==> config.mk <==
export PLATFORM = sky130hd
export DESIGN_NAME = isp_core
export DESIGN_NICKNAME = d
export VERILOG_FILES = /design/src/rtl/isp_pkg.sv /design/src/rtl/isp_core.sv
export SDC_FILE = /design/constraint.sdc
export NUM_CORES = 1
export LEC_CHECK = 0
export BUFFER_PORTS_ARGS = -buffer_cell sky130_fd_sc_hd__buf_2
export CORE_UTILIZATION = 25
export DETAILED_ROUTE_END_ITERATION = 16
export PLACE_DENSITY = 0.37
export SLEW_MARGIN = 25
export SYNTH_ARGS = -nofsm -noshare
export SYNTH_HDL_FRONTEND = slang
export SYNTH_SLANG_ARGS = --single-unit
==> constraint.sdc <==
create_clock -name pclk -period 19.8 [get_ports pclk]
set_input_delay 0.99 -clock pclk [delete_from_list [all_inputs] [get_ports pclk]]
set_output_delay 0.99 -clock pclk [all_outputs]
set_load 0.02 [all_outputs]
==> src/rtl/isp_pkg.sv <==
package isp_pkg;
  // sizes of the core
  localparam int NPE = 2;
  localparam int NSPI = 2;
  localparam int NSRC = 5;
  // per-core source slots
  localparam int S_SGI = 0;
  localparam int S_PPI = 1;
  localparam int S_SPI0 = 2;
  localparam int S_LPI = 4;
  // interrupt identifiers
  localparam logic [13:0] ID_SGI = 14'h0000;
  localparam logic [13:0] ID_PPI = 14'h0010;
  localparam logic [13:0] ID_SPI0 = 14'h0020;
  localparam logic [13:0] ID_LPI = 14'h2000;
  localparam logic [13:0] ID_SPURIOUS = 14'h03FF;
  localparam logic [7:0] PRIO_IDLE = 8'hFF;
  localparam logic [7:0] MASK_ALL = 8'hFF;
  // groups
  localparam logic [1:0] GRP_G0 = 2'h0;
  localparam logic [1:0] GRP_S1 = 2'h1;
  localparam logic [1:0] GRP_NS1 = 2'h2;
  // global register offsets
  localparam logic [11:0] A_CTRL = 12'h000;
  localparam logic [11:0] A_GROUP = 12'h004;
  localparam logic [11:0] A_TRIG = 12'h008;
  localparam logic [11:0] A_ROUTE = 12'h00C;
  localparam logic [11:0] A_PRIO = 12'h010;
  localparam logic [11:0] A_SGI_GEN = 12'h014;
  localparam logic [11:0] A_ENABLE = 12'h018;
  localparam logic [11:0] A_LPI_CFG = 12'h01C;
  // per-core register bank: region 1, one core per 0x20
  localparam logic [5:0] PE_REGION = 6'h01;
  localparam logic [4:0] O_PMR = 5'h00;
  localparam logic [4:0] O_BPR = 5'h04;
  localparam logic [4:0] O_ACK = 5'h08;
  localparam logic [4:0] O_EOI = 5'h0C;
  localparam logic [4:0] O_RPR = 5'h10;
  localparam logic [4:0] O_STATE = 5'h14;
  // field positions
  localparam int F_AFF = 0;
  localparam int F_TWO_SEC = 1;
  localparam int RT_MODE = 0;
  localparam int RT_PE = 1;
  localparam int RT_TGT = 2;
  localparam int RT_STRIDE = 8;
  localparam int BPR1_LSB = 4;
  // reset values
  localparam logic [1:0] CTRL_RST = 2'h3;
  localparam logic [7:0] PMR_RST = 8'h00;
  localparam logic [6:0] BPR_RST = 7'h00;
  // message write addresses
  localparam logic [31:0] MSG_SPI_SET = 32'h0000_1040;
  localparam logic [31:0] MSG_SPI_CLR = 32'h0000_1048;
  localparam logic [31:0] MSG_LPI_BASE = 32'h0001_0040;
  localparam logic [31:0] MSG_LPI_STRIDE = 32'h0000_0100;

  typedef enum logic [1:0] {
    IST_INACTIVE = 2'b00,
    IST_PENDING = 2'b01,
    IST_ACTIVE = 2'b10,
    IST_ACT_PEND = 2'b11
  } isp_istate_t;

  typedef struct packed {
    logic valid;
    logic [31:0] addr;
    logic [15:0] data;
  } isp_msg_t;
endpackage

==> src/rtl/isp_core.sv <==
`timescale 1ns/1ps
`default_nettype none
module isp_core (
  input wire logic pclk,
  input wire logic presetn,
  input wire logic psel,
  input wire logic penable,
  input wire logic pwrite,
  input wire logic [11:0] paddr,
  input wire logic [31:0] pwdata,
  output logic [31:0] prdata,
  output logic pready,
  output logic pslverr,
  input wire logic [isp_pkg::NPE-1:0] pin_private,
  input wire logic [isp_pkg::NSPI-1:0] pin_shared,
  input wire isp_pkg::isp_msg_t msg,
  output logic [isp_pkg::NPE-1:0] irq_out
);
  localparam int NPE = isp_pkg::NPE;
  localparam int NSRC = isp_pkg::NSRC;
  localparam int NSPI = isp_pkg::NSPI;
  localparam int NPIN = NPE + NSPI;

  logic aff_on_q, two_sec_q;
  logic [7:0] group_q;
  logic [2:0] trig_q;
  logic [15:0] route_q;
  logic [31:0] prio_q;
  logic [4:0] enable_q;
  logic [9:0] lpi_cfg_q;
  logic [7:0] pmr_q [NPE];
  logic [6:0] bpr_q [NPE];
  logic [NSRC-1:0] pend_q [NPE];
  logic [NSRC-1:0] act_q [NPE];
  logic irq_q [NPE];
  logic [7:0] rpr_w [NPE];
  logic [2:0] best_src_w [NPE];
  logic best_vld_w [NPE];
  logic [9:0] st_w [NPE];
  logic [NPIN-1:0] sync1_q, sync2_q, sync3_q, pin_f_q, pin_prev_q;
  logic [NPIN-1:0] pin_rise;
  logic [NSPI-1:0] msg_lvl_q, msg_set, msg_clr, spi_edge, spi_lvl;
  logic [NPE-1:0] tgt_w [NSPI];
  logic rr_q;
  logic [31:0] prdata_q, rd_d;
  logic err_q, ack_pe_q, ack_hit_q, first_q;
  logic [2:0] ack_src_q;
  logic setup, access, is_glob, is_pe, mapped, pe_sel, ack_do, sgi_wr, eoi_wr;
  logic [4:0] off;

  function automatic logic [13:0] id_of(input logic [2:0] s);
    if (s == 3'(isp_pkg::S_SGI)) return isp_pkg::ID_SGI;
    else if (s == 3'(isp_pkg::S_PPI)) return isp_pkg::ID_PPI;
    else if (s == 3'(isp_pkg::S_LPI)) return isp_pkg::ID_LPI;
    else return isp_pkg::ID_SPI0 + 14'(s - 3'(isp_pkg::S_SPI0));
  endfunction

  // bus decode; one access phase, no wait states
  assign setup = psel & ~penable;
  assign access = psel & penable;
  assign off = paddr[4:0];
  assign pe_sel = paddr[5];
  assign is_glob = (paddr[11:5] == 7'h00) && (paddr[1:0] == 2'h0);
  assign is_pe = (paddr[11:6] == isp_pkg::PE_REGION) && (paddr[1:0] == 2'h0) && (off <= isp_pkg::O_STATE);
  assign mapped = is_glob | is_pe;
  assign pready = access;
  assign pslverr = access & err_q;
  assign prdata = prdata_q;
  assign ack_do = access & ~pwrite & is_pe & (off == isp_pkg::O_ACK) & ack_hit_q;
  // generation register write makes the software interrupt
  assign sgi_wr = access & pwrite & (paddr == isp_pkg::A_SGI_GEN);
  assign eoi_wr = access & pwrite & is_pe & (off == isp_pkg::O_EOI);

  // read mux, sampled in the setup cycle so prdata comes from a flop
  always_comb begin
    rd_d = '0;
    if (paddr == isp_pkg::A_CTRL) begin
      rd_d[1:0] = {two_sec_q, aff_on_q};
    end else if (paddr == isp_pkg::A_GROUP) begin
      rd_d[7:0] = group_q;
    end else if (paddr == isp_pkg::A_TRIG) begin
      rd_d[2:0] = trig_q;
    end else if (paddr == isp_pkg::A_ROUTE) begin
      rd_d[15:0] = route_q;
    end else if (paddr == isp_pkg::A_PRIO) begin
      rd_d = prio_q;
    end else if (paddr == isp_pkg::A_ENABLE) begin
      rd_d[4:0] = enable_q;
    end else if (paddr == isp_pkg::A_LPI_CFG) begin
      rd_d[9:0] = lpi_cfg_q;
    end else if (is_pe && off == isp_pkg::O_PMR) begin
      rd_d[7:0] = pmr_q[pe_sel];
    end else if (is_pe && off == isp_pkg::O_BPR) begin
      rd_d[6:0] = bpr_q[pe_sel];
    end else if (is_pe && off == isp_pkg::O_ACK) begin
      rd_d[13:0] = best_vld_w[pe_sel] ? id_of(best_src_w[pe_sel]) : isp_pkg::ID_SPURIOUS;
    end else if (is_pe && off == isp_pkg::O_RPR) begin
      rd_d[7:0] = rpr_w[pe_sel];
    end else if (is_pe && off == isp_pkg::O_STATE) begin
      rd_d[9:0] = st_w[pe_sel];
    end
  end

  // read data, error flag and the acknowledge capture
  always_ff @(posedge pclk or negedge presetn) begin
    if (!presetn) begin
      prdata_q <= 32'h0000_0000;
      err_q <= 1'b0;
      ack_pe_q <= 1'b0;
      ack_src_q <= 3'h0;
      ack_hit_q <= 1'b0;
    end else if (setup) begin
      prdata_q <= rd_d;
      err_q <= ~mapped;
      ack_pe_q <= pe_sel;
      ack_src_q <= best_src_w[pe_sel];
      ack_hit_q <= best_vld_w[pe_sel] & is_pe & (off == isp_pkg::O_ACK) & ~pwrite;
    end
  end

  // software-written configuration
  always_ff @(posedge pclk or negedge presetn) begin
    if (!presetn) begin
      {two_sec_q, aff_on_q} <= isp_pkg::CTRL_RST;
      group_q <= 8'h00;
      trig_q <= 3'h0;
      route_q <= 16'h0000;
      prio_q <= 32'h0000_0000;
      enable_q <= 5'h00;
      lpi_cfg_q <= 10'h000;
      for (int i = 0; i < NPE; i++) begin
        pmr_q[i] <= isp_pkg::PMR_RST;
        bpr_q[i] <= isp_pkg::BPR_RST;
      end
    end else if (access & pwrite) begin
      if (paddr == isp_pkg::A_CTRL) begin
        {two_sec_q, aff_on_q} <= pwdata[1:0];
      end else if (paddr == isp_pkg::A_GROUP) begin
        group_q <= pwdata[7:0];
      end else if (paddr == isp_pkg::A_TRIG) begin
        trig_q <= pwdata[2:0];
      end else if (paddr == isp_pkg::A_ROUTE) begin
        route_q <= pwdata[15:0];
      end else if (paddr == isp_pkg::A_PRIO) begin
        prio_q <= pwdata;
      end else if (paddr == isp_pkg::A_ENABLE) begin
        enable_q <= pwdata[4:0];
      end else if (paddr == isp_pkg::A_LPI_CFG) begin
        lpi_cfg_q <= pwdata[9:0];
      end else if (is_pe && off == isp_pkg::O_PMR) begin
        pmr_q[pe_sel] <= pwdata[7:0];
      end else if (is_pe && off == isp_pkg::O_BPR) begin
        bpr_q[pe_sel] <= pwdata[6:0];
      end
    end
  end

  // pin synchronisers: a level counts once stages two and three agree
  always_ff @(posedge pclk or negedge presetn) begin
    if (!presetn) begin
      sync1_q <= '0;
      sync2_q <= '0;
      sync3_q <= '0;
      pin_f_q <= '0;
      pin_prev_q <= '0;
    end else begin
      sync1_q <= {pin_shared, pin_private};
      sync2_q <= sync1_q;
      sync3_q <= sync2_q;
      pin_f_q <= (sync2_q & sync3_q) | (pin_f_q & (sync2_q | sync3_q));
      pin_prev_q <= pin_f_q;
    end
  end
  // rising edge of the filtered level
  assign pin_rise = pin_f_q & ~pin_prev_q;

  // shared message writes land at distributor addresses
  generate
    for (genvar j = 0; j < NSPI; j++) begin : g_spi
      assign msg_set[j] = msg.valid && msg.addr == isp_pkg::MSG_SPI_SET && msg.data[0] == 1'(j);
      assign msg_clr[j] = msg.valid && msg.addr == isp_pkg::MSG_SPI_CLR && msg.data[0] == 1'(j);
      assign spi_edge[j] = pin_rise[NPE+j] | msg_set[j];
      assign spi_lvl[j] = pin_f_q[NPE+j] | msg_lvl_q[j];
      // mode 0 picks one core; legacy target bits
      always_comb begin
        logic [NPE-1:0] set;
        set = '0;
        if (aff_on_q) begin
          if (route_q[j*isp_pkg::RT_STRIDE+isp_pkg::RT_MODE]) set = '1;
          else set[route_q[j*isp_pkg::RT_STRIDE+isp_pkg::RT_PE]] = 1'b1;
        end else begin
          set = route_q[j*isp_pkg::RT_STRIDE+isp_pkg::RT_TGT +: NPE];
        end
        // one-of-N picks a single core, rotating for fairness
        // chosen core gets it regardless of its masks
        tgt_w[j] = (set == 2'b11) ? (rr_q ? 2'b10 : 2'b01) : set;
      end
    end
  endgenerate

  // message level latch; a set in the same cycle as a clear wins
  always_ff @(posedge pclk or negedge presetn) begin
    if (!presetn) msg_lvl_q <= '0;
    else msg_lvl_q <= msg_set | (msg_lvl_q & ~msg_clr);
  end

  // one-of-N rotation advances on every shared acknowledge
  always_ff @(posedge pclk or negedge presetn) begin
    if (!presetn) rr_q <= 1'b0;
    else if (ack_do && ack_src_q >= 3'(isp_pkg::S_SPI0) && ack_src_q < 3'(isp_pkg::S_LPI)) rr_q <= ~rr_q;
  end

  always_ff @(posedge pclk or negedge presetn) begin
    if (!presetn) first_q <= 1'b0;
    else first_q <= 1'b1;
  end

  // private, software and locality slots are per core, shared slots routed to cores by the distributor
  generate
    for (genvar p = 0; p < NPE; p++) begin : g_pe
      // locality address sits in this core's redistributor
      localparam logic [31:0] LPI_ADDR = isp_pkg::MSG_LPI_BASE + 32'(p) * isp_pkg::MSG_LPI_STRIDE;
      logic [NSRC-1:0] set_e, lvl_m, lvl, ack_s, eoi_s;
      logic [7:0] prio [NSRC];
      logic [7:0] gp [NSRC];
      logic [1:0] grp [NSRC];

      // assertion sources per slot
      always_comb begin
        set_e = '0;
        lvl_m = '0;
        lvl = '0;
        set_e[isp_pkg::S_SGI] = sgi_wr & pwdata[p];
        set_e[isp_pkg::S_PPI] = trig_q[0] & pin_rise[p];
        lvl_m[isp_pkg::S_PPI] = ~trig_q[0];
        lvl[isp_pkg::S_PPI] = pin_f_q[p];
        for (int j = 0; j < NSPI; j++) begin
          set_e[isp_pkg::S_SPI0+j] = trig_q[1+j] & spi_edge[j] & tgt_w[j][p];
          lvl_m[isp_pkg::S_SPI0+j] = ~trig_q[1+j];
          lvl[isp_pkg::S_SPI0+j] = spi_lvl[j] & tgt_w[j][p];
        end
        // locality slot raised only by its message, always edge
        // no translation path exists for the other slots
        set_e[isp_pkg::S_LPI] = msg.valid && msg.addr == LPI_ADDR;
        for (int s = 0; s < NSRC; s++) begin
          ack_s[s] = ack_do && ack_pe_q == 1'(p) && ack_src_q == 3'(s);
          eoi_s[s] = eoi_wr && pe_sel == 1'(p) && pwdata[13:0] == id_of(3'(s));
        end
      end

      // pending and active bits form the four states
      always_ff @(posedge pclk or negedge presetn) begin
        if (!presetn) begin
          // every state inactive out of reset
          pend_q[p] <= '0;
          act_q[p] <= '0;
        end else begin
          for (int s = 0; s < NSRC; s++) begin
            // edge holds until ack; level follows the line
            // only this core's copy clears on its ack
            if (lvl_m[s]) pend_q[p][s] <= lvl[s];
            else pend_q[p][s] <= set_e[s] | (pend_q[p][s] & ~ack_s[s]);
            // others stay active until end of interrupt
            if (s == isp_pkg::S_LPI) act_q[p][s] <= 1'b0;
            else act_q[p][s] <= ack_s[s] | (act_q[p][s] & ~eoi_s[s]);
          end
        end
      end

      // priority view: group priority, running priority, best candidate
      always_comb begin
        logic [7:0] bp;
        logic [7:0] rv;
        logic [2:0] bs;
        logic bv;
        rv = isp_pkg::PRIO_IDLE;
        bs = 3'h0;
        bv = 1'b0;
        bp = isp_pkg::PRIO_IDLE;
        for (int s = 0; s < NSRC; s++) begin
          if (s == isp_pkg::S_LPI) begin
            prio[s] = lpi_cfg_q[7:0];
            // forced to non-secure group 1 with two security states
            grp[s] = two_sec_q ? isp_pkg::GRP_NS1 : lpi_cfg_q[9:8];
          end else begin
            prio[s] = prio_q[8*s +: 8];
            grp[s] = group_q[2*s +: 2];
          end
          if (grp[s] == isp_pkg::GRP_G0) gp[s] = prio[s] & (isp_pkg::MASK_ALL << bpr_q[p][2:0]);
          else gp[s] = prio[s] & (isp_pkg::MASK_ALL << bpr_q[p][isp_pkg::BPR1_LSB +: 3]);
          // lowest group priority among active slots
          if (act_q[p][s] && gp[s] < rv) rv = gp[s];
        end
        for (int s = 0; s < NSRC; s++) begin
          // active slots are not offered again
          // mask, preemption group and running priority all checked
          if (enable_q[s] && pend_q[p][s] && !act_q[p][s] && prio[s] < pmr_q[p] && gp[s] < rv && prio[s] < bp) begin
            bp = prio[s];
            bs = 3'(s);
            bv = 1'b1;
          end
          st_w[p][2*s +: 2] = isp_pkg::isp_istate_t'({act_q[p][s], pend_q[p][s]});
        end
        rpr_w[p] = rv;
        best_src_w[p] = bs;
        best_vld_w[p] = bv;
      end

      // interrupt line per core
      always_ff @(posedge pclk or negedge presetn) begin
        if (!presetn) irq_q[p] <= 1'b0;
        else irq_q[p] <= best_vld_w[p];
      end
      assign irq_out[p] = irq_q[p];

    end
  endgenerate
endmodule
`default_nettype wire

==> impl_metrics.xml, run 1 <==
<?xml version="1.0" encoding="UTF-8"?>
<metrics>
  <group name="outcome">
    <metric name="result_of_the_run" unit="">finished clean</metric>
  </group>
  <group name="routing">
    <metric name="total_wire_length_after_detailed_routing" unit="um">89000</metric>
    <metric name="drt_first_pass_iters" unit="">5</metric>
    <metric name="drc" unit="">0</metric>
    <metric name="wl_per_cell" unit="um">27.8</metric>
    <metric name="dr_total_vias" unit="">17700</metric>
    <metric name="detail_route.vias_per_cell" unit="">5.53</metric>
    <metric name="first_iter_violations" unit="">1514</metric>
    <metric name="ant_nets" unit="">0</metric>
  </group>
  <group name="die">
    <metric name="fp.dieArea" unit="um2">70900</metric>
    <metric name="boundaryPins" unit="">138</metric>
    <metric name="initial_utilization" unit="">0.254</metric>
    <metric name="chipWidth" unit="um">266</metric>
    <metric name="rows" unit="">96</metric>
    <metric name="core_area" unit="um2">68800</metric>
    <metric name="die_height" unit="um">266</metric>
  </group>
  <group name="cells_and_area">
    <metric name="seq_cell_area" unit="um2">4690</metric>
    <metric name="most-common-layout-cells" unit="">nand2_1, ha_1, dfrtp_1, o21ai_0, nor2_1</metric>
    <metric name="final_common_cell" unit="">nand2_1</metric>
    <metric name="multi_input_comb_area" unit="um2">12200</metric>
    <metric name="syn_to_final_growth" unit="%">17.2</metric>
    <metric name="postLayoutCoreUtil" unit="">0.297</metric>
    <metric name="fill_cells" unit="">7445</metric>
    <metric name="finish.net_count" unit="">2567</metric>
    <metric name="final_layout_size_suffix_gt1_frac" unit="">0.185</metric>
  </group>
  <group name="sta">
    <metric name="tightestPinTransition" unit="ns">1.05</metric>
    <metric name="timing.final.crit_period" unit="ns">18.46</metric>
    <metric name="setup_repair_after_global_routing_missed_its_margin" unit="">false</metric>
    <metric name="finalSetupTns" unit="ns">0</metric>
    <metric name="skew" unit="ns">0.0155</metric>
    <metric name="part_of_the_cycle_the_worst_path_needs" unit="">0.933</metric>
    <metric name="relSlewSlack" unit="">0.299</metric>
    <metric name="max_freq" unit="MHz">54.2</metric>
    <metric name="finalSetupViolations" unit="">0</metric>
    <metric name="report.final.slew_viol_count" unit="">0</metric>
    <metric name="timing.final.hold_violations" unit="">0</metric>
  </group>
  <group name="synth">
    <metric name="syn_avg_cell_area" unit="um2">8.34</metric>
    <metric name="synth-main-ff-cell" unit="">dfrtp_1</metric>
    <metric name="syn_area" unit="um2">17500</metric>
    <metric name="async_flop_share" unit="">1.00</metric>
    <metric name="synth_edf_count" unit="">0</metric>
    <metric name="synth.yosys.seq_area_share" unit="">0.268</metric>
    <metric name="yosysWarningCount" unit="">0</metric>
    <metric name="post_synth_num_cell_types" unit="">99</metric>
    <metric name="syn-num-nets" unit="">2405</metric>
    <metric name="syn_inst" unit="">2095</metric>
    <metric name="ys_ff_latch" unit="">187</metric>
  </group>
  <group name="critical_path">
    <metric name="worst_setup_path_end_kind" unit="">register</metric>
    <metric name="timing.critical_path.buf_inv" unit="">13</metric>
    <metric name="rrSetupSlack" unit="ns">1.34</metric>
    <metric name="category_of_the_critical_setup_timing_path" unit="">register to register</metric>
    <metric name="crit_path_max_incr_delay" unit="ns">0.49</metric>
    <metric name="critical_path_peak_fanout" unit="">12</metric>
    <metric name="timing.critical_path.slowest_stage_cell" unit="">a2111o_1</metric>
    <metric name="critPathArrivalTime" unit="ns">18.82</metric>
    <metric name="start_kind" unit="">register</metric>
    <metric name="timing.critical_path.from" unit="">group_q[3]</metric>
    <metric name="path_delay_family" unit="">compound AO/OA/AOI/OAI gates</metric>
    <metric name="r2r-start" unit="">group_q[3]</metric>
    <metric name="crit_path_frequent_cell" unit="">buf_4</metric>
    <metric name="worstPathRequired" unit="ns">20.16</metric>
  </group>
  <group name="pwr">
    <metric name="reported_net_switching_power" unit="mW">0.228</metric>
    <metric name="p_seq_frac" unit="">0.466</metric>
    <metric name="ir_drop" unit="mV">0.0633</metric>
    <metric name="cell_internal_power" unit="mW">0.611</metric>
    <metric name="leakagePower" unit="nW">9.68</metric>
    <metric name="pwr-share-clk" unit="">0.467</metric>
    <metric name="power_per_cell_area" unit="nW/um2">41.0</metric>
    <metric name="power.switching_fraction" unit="">0.271</metric>
    <metric name="combPwrFrac" unit="">0.067</metric>
  </group>
  <group name="placement">
    <metric name="gp_routability_congestion" unit="">0.957</metric>
    <metric name="placed_wire_length_estimate" unit="um">69400</metric>
    <metric name="io_buffers" unit="">122</metric>
  </group>
  <group name="global_routing">
    <metric name="grt_antenna_before_repair" unit="">6</metric>
    <metric name="first_pass_grt_wire_length" unit="um">126000</metric>
    <metric name="groute.usage.overall" unit="">0.250</metric>
    <metric name="vias_in_the_first_global_route" unit="">17000</metric>
    <metric name="gr-total-overflow" unit="">0</metric>
    <metric name="pin_count_of_the_biggest_net_entering_global_routing" unit="">123</metric>
  </group>
  <group name="clocking">
    <metric name="ctsRootBufferMaster" unit="">clkbuf_16</metric>
    <metric name="total_cts_buffers" unit="">17</metric>
    <metric name="clockBufferDepth" unit="">2</metric>
    <metric name="cts_tree" unit="">yes</metric>
    <metric name="clk_pin_slew_worst_paths" unit="ns">0.08</metric>
    <metric name="clock_insertion_delay_worst_skew" unit="ns">0.47</metric>
    <metric name="htreeDepth" unit="">4</metric>
    <metric name="post_cts_buffers" unit="">0</metric>
    <metric name="clkSinkCount" unit="">187</metric>
  </group>
  <group name="min_path">
    <metric name="worst_hold_startpoint" unit="">sync1_q[1]</metric>
    <metric name="hold_class" unit="">register to register</metric>
  </group>
  <group name="flow_run">
    <metric name="maxCapViolations" unit="">0</metric>
  </group>
</metrics>
==> flip-flops by register name, summed over array words and instances, names as in the netlist, 3 cells and up <==
signal,flops
prdata,32
prio_q,32
pmr_q,16
route_q,16
bpr_q,14
lpi_cfg_q,10
pend_q,10
act_q,8
group_q,8
enable_q,5
pin_f_q,4
pin_prev_q,4
sync1_q,4
sync2_q,4
sync3_q,4
ack_src_q,3
trig_q,3
==> Yosys cell counts, types with 7 or more instances <==
library cell  instances  area (um2)
nand2_1             264         991
nand3b_1              9        67.6
and3_1               17         106
o31ai_1              20         150
a21o_1               43         323
a22oi_1              21         158
dfrtp_1             185        4630
a221oi_1             11        96.3
nor2b_1              32         200
nand4_1              30         188
a21oi_1             134         671
o21ai_0             177         886
and2_1               17         106
o211ai_1             21         158
buf_1                 7        26.3
nor2_1              162         608
a211oi_1             25         188
o21ai_1              10        50.1
nand2b_1             27         169
or3_1                 9        56.3
a22o_1                9        78.8
clkbuf_1             71         267
o211a_1              14         140
nor4_1               15        93.8
o221ai_1              9        78.8
mux2_2               92        1040
or2_2                12        75.1
ha_1                208        2600
o22ai_1              13        81.3
inv_1                88         330
o2111ai_1             8        70.1
nor3_1               36         180
mux2i_1              62         621
a31oi_1              17         106
o21a_1               21         158
nand3_1              52         260
buf_2                 8        40.0
and4_1               13         114
==> power by group through the flow <==
stage          logic (mW)  clock network (mW)  registers [mW]
2_1_floorplan      0.0207                   0           0.397
3_3_place_gp       0.0556                   0           0.399
3_5_place_dp       0.0559                   0           0.399
4_1_cts            0.0562               0.401           0.391
5_1_grt            0.0608               0.415           0.392
6_report           0.0563               0.392           0.391
==> kinds of logic after synthesis <==
logic type               count (synthesis)  share of synthesized area
AND/OR/NAND/NOR                        725                      0.199
AO/OA/AOI/OAI                          632                      0.244
flip-flops                             187                      0.268
multiplexers                           155                     0.0957
buffers and inverters                  178                     0.0388
XOR/XNOR                                 5                    0.00251
adder cells (fa/ha/maj)                213                      0.152
==> path summary, 6_finish.rpt <==
kind	endpoint	depth (start not counted)
worst min-delay path	sync2_q[1]	0
worst max register to register	prdata[8]	88
worst min register to register	sync2_q[1]	0
max in group asynchronous	enable_q[0]	3
min in group asynchronous	pmr_q[9]	1
worst max-delay path	prdata[8]	88
==> per-stage QoR <==
| stage | cells | hold slack (ns) | area, um2 | setup WS [ns] | power (mW) |
|---|---|---|---|---|---|
| floorplan | 2095 | 0.331 | 17500 | 3.23 | 0.418 |
| global placement | 3168 | 0.338 | 19700 | 1.04 | 0.454 |
| detailed placement | 3168 | 0.339 | 19700 | 1.05 | 0.454 |
| CTS | 3200 | 0.357 | 20400 | 0.930 | 0.848 |
| global route | 3201 | 0.363 | 20500 | 0.0325 | 0.867 |
| finish | 3205 | 0.356 | 20500 | 1.34 | 0.839 |
==> per-layer routing <==
metal | track usage | up-vias | part of all wire
met2 | 0.399 | 615 | 0.45
met3 | 0.0296 | 109 | 0.052
met4 | 0.0954 | 2 | 0.039
met5 | 0 | - | 0.00015
li1 | - | 8132 | -
met1 | 0.341 | 8881 | 0.45
==> cell type report <==
| class | instances | area share |
|---|---|---|
| antenna | 4 | 0.000489 |
| inverter | 92 | 0.0169 |
| multi-input combinational | 1730 | 0.595 |
| clock inverter | 14 | 0.00978 |
| sequential | 187 | 0.229 |
| clock buffer | 18 | 0.0215 |
| timing repair buffer | 229 | 0.0705 |
| tap | 931 | 0.0569 |
==> repair_timing <==
action	CTS	global route
gates resized for setup	0	18
hold buffers	0	0
setup endpoints to repair	0	15
No activity file was read; power rests on OpenSTA's default activity.
==> run 2, diff against run 1 <==
--- a/config.mk
+++ b/config.mk
@@ -6,9 +6,9 @@
 export NUM_CORES = 1
 export LEC_CHECK = 0
 export BUFFER_PORTS_ARGS = -buffer_cell sky130_fd_sc_hd__buf_2
-export CORE_UTILIZATION = 25
+export CORE_UTILIZATION = 55
 export DETAILED_ROUTE_END_ITERATION = 16
-export PLACE_DENSITY = 0.37
+export PLACE_DENSITY = 0.71
 export SLEW_MARGIN = 25
 export SYNTH_ARGS = -nofsm -noshare
 export SYNTH_HDL_FRONTEND = slang
==> impl_metrics.xml, run 2 (synthesized netlist as in run 1, its figures left out) <==
<?xml version="1.0" encoding="UTF-8"?>
<metrics>
  <group name="pwr">
    <metric name="power.switching_fraction" unit="">0.277</metric>
    <metric name="pwr-share-clk" unit="">0.443</metric>
    <metric name="power_per_cell_area" unit="nW/um2">40.8</metric>
    <metric name="leakagePower" unit="nW">9.49</metric>
    <metric name="reported_net_switching_power" unit="mW">0.220</metric>
    <metric name="cell_internal_power" unit="mW">0.577</metric>
    <metric name="combPwrFrac" unit="">0.066</metric>
    <metric name="ir_drop" unit="mV">0.0736</metric>
    <metric name="post-layout-total-power" unit="mW">0.797</metric>
    <metric name="p_seq_frac" unit="">0.490</metric>
  </group>
  <group name="min_path">
    <metric name="holdPathStages" unit="">0</metric>
    <metric name="hold_class" unit="">register to register</metric>
    <metric name="worst_hold_startpoint" unit="">sync1_q[3]</metric>
    <metric name="min_delay_worst_endpoint" unit="">sync2_q[3]</metric>
  </group>
  <group name="routing">
    <metric name="detail_route.vias_per_cell" unit="">6.98</metric>
    <metric name="drc" unit="">0</metric>
    <metric name="wl_per_cell" unit="um">28.9</metric>
    <metric name="first_iter_violations" unit="">2372</metric>
    <metric name="dr_total_vias" unit="">18400</metric>
    <metric name="ant_nets" unit="">0</metric>
    <metric name="total_wire_length_after_detailed_routing" unit="um">76300</metric>
    <metric name="drt_first_pass_iters" unit="">6</metric>
  </group>
  <group name="die">
    <metric name="chipWidth" unit="um">180</metric>
    <metric name="boundaryPins" unit="">138</metric>
    <metric name="fp.dieArea" unit="um2">32500</metric>
    <metric name="die_height" unit="um">180</metric>
    <metric name="initial_utilization" unit="">0.565</metric>
    <metric name="rows" unit="">64</metric>
    <metric name="core_area" unit="um2">30900</metric>
  </group>
  <group name="global_routing">
    <metric name="vias_in_the_first_global_route" unit="">17500</metric>
    <metric name="groute.usage.overall" unit="">0.467</metric>
    <metric name="grt_antenna_before_repair" unit="">7</metric>
    <metric name="pin_count_of_the_biggest_net_entering_global_routing" unit="">120</metric>
    <metric name="gr-total-overflow" unit="">0</metric>
    <metric name="first_pass_grt_wire_length" unit="um">112000</metric>
  </group>
  <group name="critical_path">
    <metric name="rrSetupSlack" unit="ns">1.26</metric>
    <metric name="worst_setup_path_end_kind" unit="">register</metric>
    <metric name="start_kind" unit="">register</metric>
    <metric name="category_of_the_critical_setup_timing_path" unit="">register to register</metric>
    <metric name="crit_path_max_incr_delay" unit="ns">0.62</metric>
    <metric name="critPathArrivalTime" unit="ns">18.88</metric>
    <metric name="timing.critical_path.slowest_stage_cell" unit="">dfrtp_1</metric>
    <metric name="r2r-start" unit="">group_q[3]</metric>
    <metric name="worstPathRequired" unit="ns">20.14</metric>
    <metric name="worst-r2r-cell-count" unit="">78</metric>
    <metric name="timing.rr.end" unit="">prdata[0]</metric>
    <metric name="critical_path_peak_fanout" unit="">15</metric>
  </group>
  <group name="placement">
    <metric name="gp_routability_congestion" unit="">1.08</metric>
    <metric name="io_buffers" unit="">122</metric>
    <metric name="placed_wire_length_estimate" unit="um">58200</metric>
    <metric name="numPlacedInstances" unit="">2598</metric>
  </group>
  <group name="sta">
    <metric name="max_freq" unit="MHz">53.9</metric>
    <metric name="skew" unit="ns">0.0134</metric>
    <metric name="timing.final.crit_period" unit="ns">18.54</metric>
    <metric name="report.final.slew_viol_count" unit="">0</metric>
    <metric name="hold_ws" unit="ns">0.361</metric>
    <metric name="tightestPinTransition" unit="ns">0.982</metric>
    <metric name="relSlewSlack" unit="">0.340</metric>
    <metric name="finalSetupViolations" unit="">0</metric>
    <metric name="part_of_the_cycle_the_worst_path_needs" unit="">0.937</metric>
    <metric name="timing.final.hold_violations" unit="">0</metric>
  </group>
  <group name="clocking">
    <metric name="clockBufferDepth" unit="">2</metric>
    <metric name="htreeDepth" unit="">4</metric>
    <metric name="clk_pin_slew_worst_paths" unit="ns">0.08</metric>
    <metric name="ctsRootBufferMaster" unit="">clkbuf_16</metric>
    <metric name="cts_tree" unit="">yes</metric>
    <metric name="clkSinkCount" unit="">187</metric>
    <metric name="clock_insertion_delay_worst_skew" unit="ns">0.46</metric>
    <metric name="post_cts_hold_buffer_count" unit="">0</metric>
    <metric name="total_cts_buffers" unit="">17</metric>
  </group>
  <group name="flow_run">
    <metric name="maxCapViolations" unit="">0</metric>
  </group>
  <group name="cells_and_area">
    <metric name="most-common-layout-cells" unit="">nand2_1, ha_1, dfrtp_1, o21ai_0, nor2_1</metric>
    <metric name="final_common_cell" unit="">nand2_1</metric>
    <metric name="syn_to_final_growth" unit="%">11.7</metric>
    <metric name="finish.net_count" unit="">2534</metric>
    <metric name="final_layout_size_suffix_gt1_frac" unit="">0.173</metric>
    <metric name="fin_cells" unit="">2636</metric>
  </group>
  <group name="outcome">
    <metric name="result_of_the_run" unit="">finished clean</metric>
  </group>
</metrics>
[run 2: repair_timing]
action | 4_1_cts | 5_1_grt
setup endpoints to repair | 0 | 16
resized for setup | 0 | 20
buffers inserted | 0 | 3
[run 2: area by class of cell]
type,count,area (um2)
clock inverter,14,176
inverter,92,345
timing repair buffer,196,1190
clock buffer,18,439
fill,2650,11400
multi-input combinational,1730,12200
antenna,3,7.51
tap,396,495
sequential,187,4690
[run 2: stage by stage]
stage / util / setup slack, ns / setup TNS, ns / cell area, um2
finish: 0.631 / 1.26 / 0 / 19500
global route: 0.631 / -0.0307 / -0.0541 / 19500
CTS: 0.628 / 0.711 / 0 / 19400
detailed placement: 0.608 / 0.789 / 0 / 18800
global placement: 0.608 / 1.06 / 0 / 18800
floorplan: - / 3.23 / 0 / 17500
[run 2: how the worst max path moves through the flow]
stage	start	to	slack, ns	cells past startpoint
2_1_floorplan	group_q[1]	prdata[0]	3.23	89
3_3_place_gp	bpr_q[13]	prdata[0]	1.06	84
3_5_place_dp	group_q[3]	prdata[0]	0.79	86
4_1_cts	group_q[3]	prdata[0]	0.71	85
5_1_grt	bpr_q[5]	prdata[0]	-0.03	78
6_report	group_q[3]	prdata[0]	1.26	78
[run 2: worst max-delay path, delay by kind of cell, from the launching register on]
family	cells	cell delay, ns
buffers and inverters	6	0.85
flip-flops	1	0.62
adder cells (fa/ha/maj)	8	2.37
AND/OR/NAND/NOR	24	4.30
multiplexers	2	0.65
AO/OA/AOI/OAI	38	9.55
[run 2: layer usage]
layer  up-vias  wire, um  track usage
li1       8063         -            -
met1      8706     28300        0.585
met2      1299     31900        0.700
met3       325      9650        0.128
met4         6      6380        0.323
met5         -        45            0
[run 2: power by group through the flow]
stage          sequential (mW)  clock [mW]  combinational (mW)
2_1_floorplan            0.397           0              0.0207
3_3_place_gp             0.398           0              0.0499
3_5_place_dp             0.398           0              0.0511
4_1_cts                  0.391       0.353              0.0515
5_1_grt                  0.391       0.369              0.0565
6_report                 0.391       0.353              0.0528
